$ cat src/design/erc_pkg.sv
// Shared constants for the endpoint 0 receive control block
package erc_pkg;

  // ==========================================================
  // Register byte offsets
  localparam logic [7:0] ERC_OFS_BYTE_COUNT = 8'h00;
  localparam logic [7:0] ERC_OFS_CONTROL = 8'h04;
  localparam logic [7:0] ERC_OFS_STATUS = 8'h08;
  localparam logic [7:0] ERC_OFS_FLAGS = 8'h0c;

  // ==========================================================
  // Control register fields
  localparam int ERC_CTL_CLEAR_BIT = 7;
  localparam int ERC_CTL_STALL_BIT = 3;
  localparam int ERC_CTL_FEN_BIT = 1;
  localparam int ERC_CTL_EN_BIT = 0;
  localparam logic [7:0] ERC_CTL_RESET = 8'h00;
  localparam logic [3:0] ERC_COUNT_RESET = 4'h0;

  // ==========================================================
  // Status and flag fields
  localparam int ERC_STS_ACK_BIT = 0;
  localparam int ERC_FLG_EMPTY_BIT = 3;
  localparam int ERC_FLG_FULL_BIT = 2;
  localparam int ERC_FLG_UNDER_BIT = 1;
  localparam int ERC_FLG_OVER_BIT = 0;

  // ==========================================================
  // Geometry and timing
  localparam int ERC_FIFO_DEPTH = 8;
  localparam int ERC_CLEAR_CYCLES = 2;

  // ==========================================================
  // Handshake answer codes
  localparam logic [1:0] ERC_HS_NONE = 2'h0;
  localparam logic [1:0] ERC_HS_ACK = 2'h1;
  localparam logic [1:0] ERC_HS_NACK = 2'h2;
  localparam logic [1:0] ERC_HS_STALL = 2'h3;

endpackage

$ cat src/design/erc_rx_fifo_flags.sv
// Receive FIFO level tracking, flags and pointer reset sequencer
`timescale 1ns/1ps
module erc_rx_fifo_flags #(
  parameter int DEPTH = erc_pkg::ERC_FIFO_DEPTH,
  parameter int CLEAR_CYCLES = erc_pkg::ERC_CLEAR_CYCLES
) (
  input wire logic pclk,
  input wire logic presetn,
  input wire logic push,
  input wire logic pop,
  input wire logic clear_req,
  output logic clear_done,
  output logic empty,
  output logic full,
  output logic underrun,
  output logic overrun
);
  import erc_pkg::*;

  localparam int LW = $clog2(DEPTH + 1);
  localparam int CW = $clog2(CLEAR_CYCLES + 1);
  localparam logic [LW-1:0] LVL_MAX = LW'(DEPTH);
  localparam logic [CW-1:0] CNT_LAST = CW'(CLEAR_CYCLES - 1);

  typedef enum logic [1:0] {
    ERC_FS_IDLE = 2'b01,
    ERC_FS_CLEAR = 2'b10
  } erc_fstate_e;

  typedef struct packed {
    erc_fstate_e st;
    logic [CW-1:0] cnt;
    logic [LW-1:0] level;
    logic empty;
    logic full;
    logic under;
    logic over;
    logic done;
  } erc_fifo_s;

  erc_fifo_s state_r;
  erc_fifo_s state_nxt;

  always_comb begin
    state_nxt = state_r;
    state_nxt.done = 1'b0;
    unique case (state_r.st)
      ERC_FS_IDLE: begin
        if (clear_req) begin
          state_nxt.st = ERC_FS_CLEAR;
          state_nxt.cnt = '0;
        end else begin
          if (push && !pop) begin
            if (state_r.level == LVL_MAX) begin
              state_nxt.over = 1'b1;
            end else begin
              state_nxt.level = state_r.level + LW'(1);
            end
          end else if (pop && !push) begin
            if (state_r.level == '0) begin
              state_nxt.under = 1'b1;
            end else begin
              state_nxt.level = state_r.level - LW'(1);
            end
          end
          state_nxt.empty = (state_nxt.level == '0);
          state_nxt.full = (state_nxt.level == LVL_MAX);
        end
      end
      ERC_FS_CLEAR: begin
        // Pointers held at zero while the reset runs
        state_nxt.level = '0;
        if (state_r.cnt == CNT_LAST) begin
          state_nxt.st = ERC_FS_IDLE;
          state_nxt.done = 1'b1;
          state_nxt.empty = 1'b1;
          state_nxt.full = 1'b0;
          state_nxt.under = 1'b0;
          state_nxt.over = 1'b0;
        end else begin
          state_nxt.cnt = state_r.cnt + CW'(1);
        end
      end
    endcase
  end

  always_ff @(posedge pclk or negedge presetn) begin
    if (!presetn) begin
      state_r <= '{st: ERC_FS_IDLE, cnt: '0, level: '0, empty: 1'b1, full: 1'b0,
                   under: 1'b0, over: 1'b0, done: 1'b0};
    end else begin
      state_r <= state_nxt;
    end
  end

  assign clear_done = state_r.done;
  assign empty = state_r.empty;
  assign full = state_r.full;
  assign underrun = state_r.under;
  assign overrun = state_r.over;

endmodule // erc_rx_fifo_flags

$ cat src/design/erc_ep0_rx_ctrl.sv
// Endpoint 0 receive control, byte count and handshake decision
// Summary of operation
// - Load byte count after valid setup or acknowledged OUT
// - Reading FIFO never changes byte count
// - Byte count read-only, zero after reset
// - Clear bit resets FIFO, self-clears when done
// - Clear completion sets empty, clears other flags
// - Stall bit stalls next valid OUT
// - Setup always accepted unless packet error
// - Successful setup clears stall bit
// - FIFO enable accepts next valid OUT
// - FIFO enable clears when ACK status sets
// - FIFO enable clears on setup or clear
// - OUT without enable NACKs, stall overrides
// - Connect only with receive and transmit enabled
// - Control bits read/write except clear bit (writing 0 has no effect), cleared by reset
// - Reserved bits carry no function, read zero
// - ACK status sets on acknowledged OUT, raises event
`timescale 1ns/1ps
module erc_ep0_rx_ctrl #(
  parameter int DEPTH = erc_pkg::ERC_FIFO_DEPTH,
  parameter int CLEAR_CYCLES = erc_pkg::ERC_CLEAR_CYCLES
) (
  input wire logic pclk,
  input wire logic presetn,
  input wire logic psel,
  input wire logic penable,
  input wire logic pwrite,
  input wire logic [7:0] paddr,
  input wire logic [31:0] pwdata,
  output logic [31:0] prdata,
  output logic pready,
  output logic pslverr,
  input wire logic txn_valid,
  input wire logic txn_is_setup,
  input wire logic txn_data_ok,
  input wire logic [3:0] txn_byte_count,
  input wire logic fifo_push,
  input wire logic fifo_pop,
  input wire logic tx_endpoint_enable,
  output logic hs_valid,
  output logic [1:0] hs_code,
  output logic rx_ack_event,
  output logic function_connect,
  output logic rx_fifo_empty_flag,
  output logic rx_fifo_full_flag,
  output logic rx_fifo_underrun_flag,
  output logic rx_fifo_overrun_flag
);
  import erc_pkg::*;

  // ==========================================================
  // State
  typedef struct packed {
    logic [3:0] rx_byte_count;
    logic rx_fifo_clear;
    logic rx_stall_request;
    logic rx_fifo_accept_enable;
    logic rx_endpoint_enable;
    logic ack_status;
    logic clear_pending;
    logic hs_valid;
    logic [1:0] hs_code;
    logic connect;
    logic pready;
    logic pslverr;
    logic [31:0] prdata;
  } erc_state_s;

  erc_state_s state_r;
  erc_state_s state_nxt;

  logic clear_done;
  logic f_empty;
  logic f_full;
  logic f_under;
  logic f_over;
  logic acc;
  logic wr;
  logic mapped;
  logic [7:0] ctl_rd;
  logic [31:0] rd_mux;

  // ==========================================================
  // FIFO pointer and flag tracker
  erc_rx_fifo_flags #(
    .DEPTH(DEPTH),
    .CLEAR_CYCLES(CLEAR_CYCLES)
  ) u_flags (
    .pclk(pclk),
    .presetn(presetn),
    .push(fifo_push),
    .pop(fifo_pop),
    .clear_req(state_r.rx_fifo_clear && !state_r.clear_pending),
    .clear_done(clear_done),
    .empty(f_empty),
    .full(f_full),
    .underrun(f_under),
    .overrun(f_over)
  );

  // ==========================================================
  // APB decode
  always_comb begin
    acc = psel && penable && state_r.pready;
    wr = acc && pwrite;
    mapped = (paddr == ERC_OFS_BYTE_COUNT) || (paddr == ERC_OFS_CONTROL) ||
             (paddr == ERC_OFS_STATUS) || (paddr == ERC_OFS_FLAGS);
    ctl_rd = 8'h00;
    ctl_rd[ERC_CTL_CLEAR_BIT] = state_r.rx_fifo_clear;
    ctl_rd[ERC_CTL_STALL_BIT] = state_r.rx_stall_request;
    ctl_rd[ERC_CTL_FEN_BIT] = state_r.rx_fifo_accept_enable;
    ctl_rd[ERC_CTL_EN_BIT] = state_r.rx_endpoint_enable;
    rd_mux = 32'h0000_0000;
    if (paddr == ERC_OFS_BYTE_COUNT) begin
      rd_mux[3:0] = state_r.rx_byte_count;
    end else if (paddr == ERC_OFS_CONTROL) begin
      rd_mux[7:0] = ctl_rd;
    end else if (paddr == ERC_OFS_STATUS) begin
      rd_mux[ERC_STS_ACK_BIT] = state_r.ack_status;
    end else if (paddr == ERC_OFS_FLAGS) begin
      rd_mux[ERC_FLG_EMPTY_BIT] = f_empty;
      rd_mux[ERC_FLG_FULL_BIT] = f_full;
      rd_mux[ERC_FLG_UNDER_BIT] = f_under;
      rd_mux[ERC_FLG_OVER_BIT] = f_over;
    end
  end

  // ==========================================================
  // Next state
  always_comb begin
    state_nxt = state_r;
    state_nxt.hs_valid = 1'b0;
    state_nxt.hs_code = ERC_HS_NONE;
    // One wait state: pready rises on the second access cycle
    state_nxt.pready = psel && penable && !state_r.pready;
    if (psel && penable && !state_r.pready) begin
      state_nxt.prdata = pwrite ? 32'h0000_0000 : rd_mux;
      state_nxt.pslverr = !mapped;
    end else if (!psel) begin
      state_nxt.pslverr = 1'b0;
    end

    // Software writes first, so hardware events below win
    if (wr && paddr == ERC_OFS_CONTROL) begin
      state_nxt.rx_fifo_clear = pwdata[ERC_CTL_CLEAR_BIT] ||
                                state_r.rx_fifo_clear;
      state_nxt.rx_stall_request = pwdata[ERC_CTL_STALL_BIT];
      state_nxt.rx_fifo_accept_enable = pwdata[ERC_CTL_FEN_BIT];
      state_nxt.rx_endpoint_enable = pwdata[ERC_CTL_EN_BIT];
      if (pwdata[ERC_CTL_CLEAR_BIT]) begin
        state_nxt.rx_fifo_accept_enable = 1'b0;
      end
    end
    if (wr && paddr == ERC_OFS_STATUS && pwdata[ERC_STS_ACK_BIT]) begin
      state_nxt.ack_status = 1'b0;
    end

    // Clear request handed to the tracker once
    if (state_r.rx_fifo_clear && !state_r.clear_pending) begin
      state_nxt.clear_pending = 1'b1;
    end
    if (clear_done) begin
      state_nxt.rx_fifo_clear = 1'b0;
      state_nxt.clear_pending = 1'b0;
    end
    if (state_r.rx_fifo_clear) begin
      state_nxt.rx_fifo_accept_enable = 1'b0;
    end

    // Transaction outcome; FIFO reads never touch the count
    if (txn_valid && txn_data_ok) begin
      state_nxt.hs_valid = 1'b1;
      if (txn_is_setup) begin
        state_nxt.hs_code = ERC_HS_ACK;
        state_nxt.rx_byte_count = txn_byte_count;
        state_nxt.rx_stall_request = 1'b0;
        state_nxt.rx_fifo_accept_enable = 1'b0;
        state_nxt.ack_status = 1'b0;
      end else if (state_r.rx_stall_request) begin
        state_nxt.hs_code = ERC_HS_STALL;
      end else if (!state_r.rx_fifo_accept_enable) begin
        state_nxt.hs_code = ERC_HS_NACK;
      end else begin
        state_nxt.hs_code = ERC_HS_ACK;
        state_nxt.rx_byte_count = txn_byte_count;
        state_nxt.ack_status = 1'b1;
        state_nxt.rx_fifo_accept_enable = 1'b0;
      end
    end

    state_nxt.connect = state_r.rx_endpoint_enable && tx_endpoint_enable;
  end

  always_ff @(posedge pclk or negedge presetn) begin
    if (!presetn) begin
      state_r <= '{rx_byte_count: ERC_COUNT_RESET,
                   rx_fifo_clear: ERC_CTL_RESET[ERC_CTL_CLEAR_BIT],
                   rx_stall_request: ERC_CTL_RESET[ERC_CTL_STALL_BIT],
                   rx_fifo_accept_enable: ERC_CTL_RESET[ERC_CTL_FEN_BIT],
                   rx_endpoint_enable: ERC_CTL_RESET[ERC_CTL_EN_BIT],
                   ack_status: 1'b0, clear_pending: 1'b0, hs_valid: 1'b0,
                   hs_code: ERC_HS_NONE, connect: 1'b0, pready: 1'b0,
                   pslverr: 1'b0, prdata: 32'h0000_0000};
    end else begin
      state_r <= state_nxt;
    end
  end

  // ==========================================================
  // Outputs
  assign prdata = state_r.prdata;
  assign pready = state_r.pready;
  assign pslverr = state_r.pslverr;
  assign hs_valid = state_r.hs_valid;
  assign hs_code = state_r.hs_code;
  assign rx_ack_event = state_r.ack_status;
  assign function_connect = state_r.connect;
  assign rx_fifo_empty_flag = f_empty;
  assign rx_fifo_full_flag = f_full;
  assign rx_fifo_underrun_flag = f_under;
  assign rx_fifo_overrun_flag = f_over;

endmodule // erc_ep0_rx_ctrl

$ cat config.mk
export PLATFORM = sky130hd
export DESIGN_NAME = erc_ep0_rx_ctrl
export DESIGN_NICKNAME = d
export VERILOG_FILES = /design/src/design/erc_pkg.sv /design/src/design/erc_rx_fifo_flags.sv /design/src/design/erc_ep0_rx_ctrl.sv
export SDC_FILE = /design/constraint.sdc
export NUM_CORES = 1
export LEC_CHECK = 0
export BUFFER_PORTS_ARGS = -buffer_cell sky130_fd_sc_hd__buf_2
export CAP_MARGIN = 20
export CORE_MARGIN = 5
export CORE_UTILIZATION = 46
export DETAILED_ROUTE_END_ITERATION = 7
export GPL_TIMING_DRIVEN = 1
export PLACE_DENSITY = 0.92
export SKIP_CTS_REPAIR_TIMING = 1
export SYNTH_ARGS = -nofsm -noshare
export SYNTH_HDL_FRONTEND = slang
export SYNTH_SLANG_ARGS = --single-unit
$ cat constraint.sdc
create_clock -name pclk -period 2.2 [get_ports pclk]
set_clock_uncertainty 0.15 [all_clocks]
set_input_delay 0.44 -clock pclk [delete_from_list [all_inputs] [get_ports pclk]]
set_output_delay 0.44 -clock pclk [all_outputs]
set_load 0.05 [all_outputs]
==> summary.txt <==
Critical path
  • R2r setup slk: ~0.17 ns
  • Critical Setup Path Class: reg -> reg
  • Critical Path AT: about 2.1 ns
  • Critical Path End Type: register
  • CP Capture Point: u_flags.empty
  • Max FO, Critical Path: 4
  • R2R Path End: u_flags.empty
  • Reg2reg start: u_flags.state_r[5]
  • Critical path startpoint: u_flags.state_r[5]
  • Worst r2r path cells: 7
  • Largest stage delay on the critical path: 0.39 ns
  • CP cell instances: inv_1 > ha_1 > or3b_4 > a32oi_1 > nand2_2 > and3_1 > o221a_1
  • CP required: approximately 2.3 ns
  • Slowest CP cell: or3b_4
  • Crit path launch type: register

CTS
  • H-tree Lvls: 2
  • Clk Latency, worst-skew pair: 0.28 ns
  • Root Driver: clkbuf_8
  • CTS tree: done
  • Clock sinks: 34
  • Reg clk slew, reported paths: roughly 0.07 ns
  • Max Buffers Root-to-Sink: 2
  • CTS buffer count: 5

Routing
  • Via Count: approximately 1600
  • DR WL/cell: between 10 and 15 microns
  • DRT iter0 DRCs: 76
  • First drt pass iteration count: 5
  • Vias per cell: 5.18
  • ANT nets after route: 0
  • DRC: 0
  • Routed wire length: between 4 and 5 mm

Synth
  • Register area share after synthesis: between 40% and 50%
  • Mapped Cells: between 200 and 250
  • Post-synth EDFFs: 0
  • Post-synth ARST share: between 90% and 100%
  • Top_reg_cell synth: dfrtp_1
  • Yosys cell types: 51
  • Synthesized area per cell: 9.47 sq um
  • YS warnings: 0
  • Post-synthesis cell area: between 2000 and 2500 sq um
  • Synth Register Bits: 34

Layout
  • # diodes: 0
  • Register area: roughly 850 sq um
  • Area growth syn-to-layout: 9.85%
  • Fill count: roughly 400
  • Post-layout instance area: ~2200 sq um
  • Multi-input logic area: about 950 sq um
  • Final nets: approximately 310
  • Share of post-route cells with drive strength above 1: between 20% and 30%

Floorplan
  • FP Rows: 24
  • Die H: between 70 and 80 microns
  • Ports: 98
  • Core Region: roughly 4300 sq um
  • Width of the die: around 77 microns
  • Initial cell density of the core: 47.3%
  • Die area: approximately 6000 sq um

Placement
  • Post-DP Area: approximately 2100 sq um
  • GPL Wtd Cong: roughly 0.9
  • Post-DP HPWL: around 3.2 mm
  • Pre-CTS WS: 0.109 ns
  • Input/output buffers: 42

Global routing
  • Number of global-route vias before repair: roughly 1500
  • Largest net degree at the start of global routing: 35
  • All-layer global routing usage: around 15%
  • First-pass GRT wire length: around 7.0 mm
  • Total gr overflow: 0
  • Initial antenna violation count: 0

Timing
  • Max_slew headroom: 50.6%
  • Final-report hold violation count: 0
  • PnR worst setup slack: about 0.17 ns
  • TNS Setup: 0 ns
  • Highest Clock Rate: 492 MHz
  • Unrepaired setup endpoints after global routing: no
  • Worst Hold Slack: 0.0694 ns
  • Endpoints failing setup: 0
  • Worst Max-Slew Pin Slew: 0.742 ns
  • Post-layout min period: around 2.0 ns
  • Final period utilization: between 90 and 100%
  • Max-slew violations: 0

Power and ir drop
  • Leak Pwr: about 1.1 nW
  • Worst ir drop on vdd: a little under 0.0005 V
  • Pwr Density: around 1000 nW/um^2
  • Final total power: about 2.3 mW

Hold path
  • Worst Hold Class: in -> async

Run
  • Max-cap violations: 0

Outcome
  • Status: finished, final reports clean
flip-flops by register name, indices dropped and copies added, names as in the netlist, 2 cells and up:
register	flops
ctl_rd	4
hs_code	2
prdata	5
state_r	5
u_flags.state_r	8
area by class of cell:
class                           count  share of cell area, %
Multi-Input combinational cell    154                   42.4
Sequential cell                    34                   38.0
Timing Repair Buffer               46                   10.7
Tap cell                           52                   2.90
Clock buffer                        8                   4.01
Inverter                           12                   2.00
metrics by stage:
stage / utilization (%) / instances
after floorplan: - / 242
after global placement: 49.7 / 298
after detailed placement: 49.7 / 298
after CTS: 51.8 / 306
after global routing: 52.0 / 306
final: 52.0 / 306
layout by cell type (no fill, tap or decap), types with 4 or more instances in the layout:
cell,Yosys,layout
o21ai_0,9,9
mux2i_1,5,5
conb_1,1,27
o31ai_1,4,4
nor2_1,13,13
nand2b_1,7,7
inv_1,12,12
dfrtp_1,32,32
nand3_1,6,6
buf_4,35,4
a21oi_1,5,5
clkbuf_8,0,6
nor3_1,4,4
buf_2,2,42
nor2b_1,4,4
mux2_2,5,5
nand2_1,18,18
synth_stat cells (all sizes together), types with 5 or more instances:
library cell  number  area (sq um)
dfrtp             32           801
nor2b              5          38.8
mux2               5          56.3
inv               12          45.0
mux2i              5          50.1
nand3              6          30.0
o21ai             10          50.0
buf               38           284
a21oi              5          25.0
nand2b             7          43.8
nand2             19          73.8
nor2              13          48.8
worst max-delay path: cells and delay by family, from the launching register on:
family	cells	cell delay (ns)
fa+ha+maj	1	0.19
simple gates	3	0.68
compound gates	2	0.47
flops	1	0.38
buf+inv	1	0.09
worst min-delay path by stage:
stage	slack (ns)	startpoint	endpoint
5_1_grt	0.13	presetn	prdata[1]
6_report	0.07	presetn	state_r[46]
3_5_place_dp	0.28	u_flags.clear_done	ctl_rd[7]
4_1_cts	0.09	presetn	pslverr
2_1_floorplan	-0.006	presetn	ctl_rd[0]
3_3_place_gp	0.26	u_flags.clear_done	ctl_rd[7]
metal layers:
| layer | share of wire, % | GRT usage, % | up-vias | wire [microns] |
|---|---|---|---|---|
| met5 | 0 | 0 | - | 0 |
| met1 | 39 | 16.3 | 743 | 1610 |
| li1 | - | - | 759 | - |
| met3 | 8.9 | 6.44 | 10 | 371 |
| met2 | 51 | 24.8 | 74 | 2100 |
| met4 | 1.8 | 6.29 | 0 | 74 |
power breakdown:
| part | switching, mW | leakage (nW) | internal [mW] | total (mW) |
|---|---|---|---|---|
| sequential | 0.111 | 0.440 | 0.756 | 0.867 |
| clock | 0.208 | 0.0455 | 0.255 | 0.463 |
| combinational | 0.619 | 0.635 | 0.362 | 0.982 |
| total | 0.939 | 1.12 | 1.37 | 2.31 |
cell families (layout without fill, tap and decap cells):
| group | after synthesis | after routing | share of synthesized area (%) |
|---|---|---|---|
| compound gates | 39 | 39 | 13.0 |
| simple gates | 70 | 70 | 18.4 |
| mux | 11 | 11 | 6.30 |
| flops | 34 | 34 | 41.7 |
| other cells | 1 | 27 | 0.183 |
| xor+xnor | 4 | 4 | 1.71 |
| fa+ha+maj | 3 | 3 | 1.84 |
| buf+inv | 54 | 66 | 16.8 |
No activity file was read; power rests on OpenSTA's default activity.
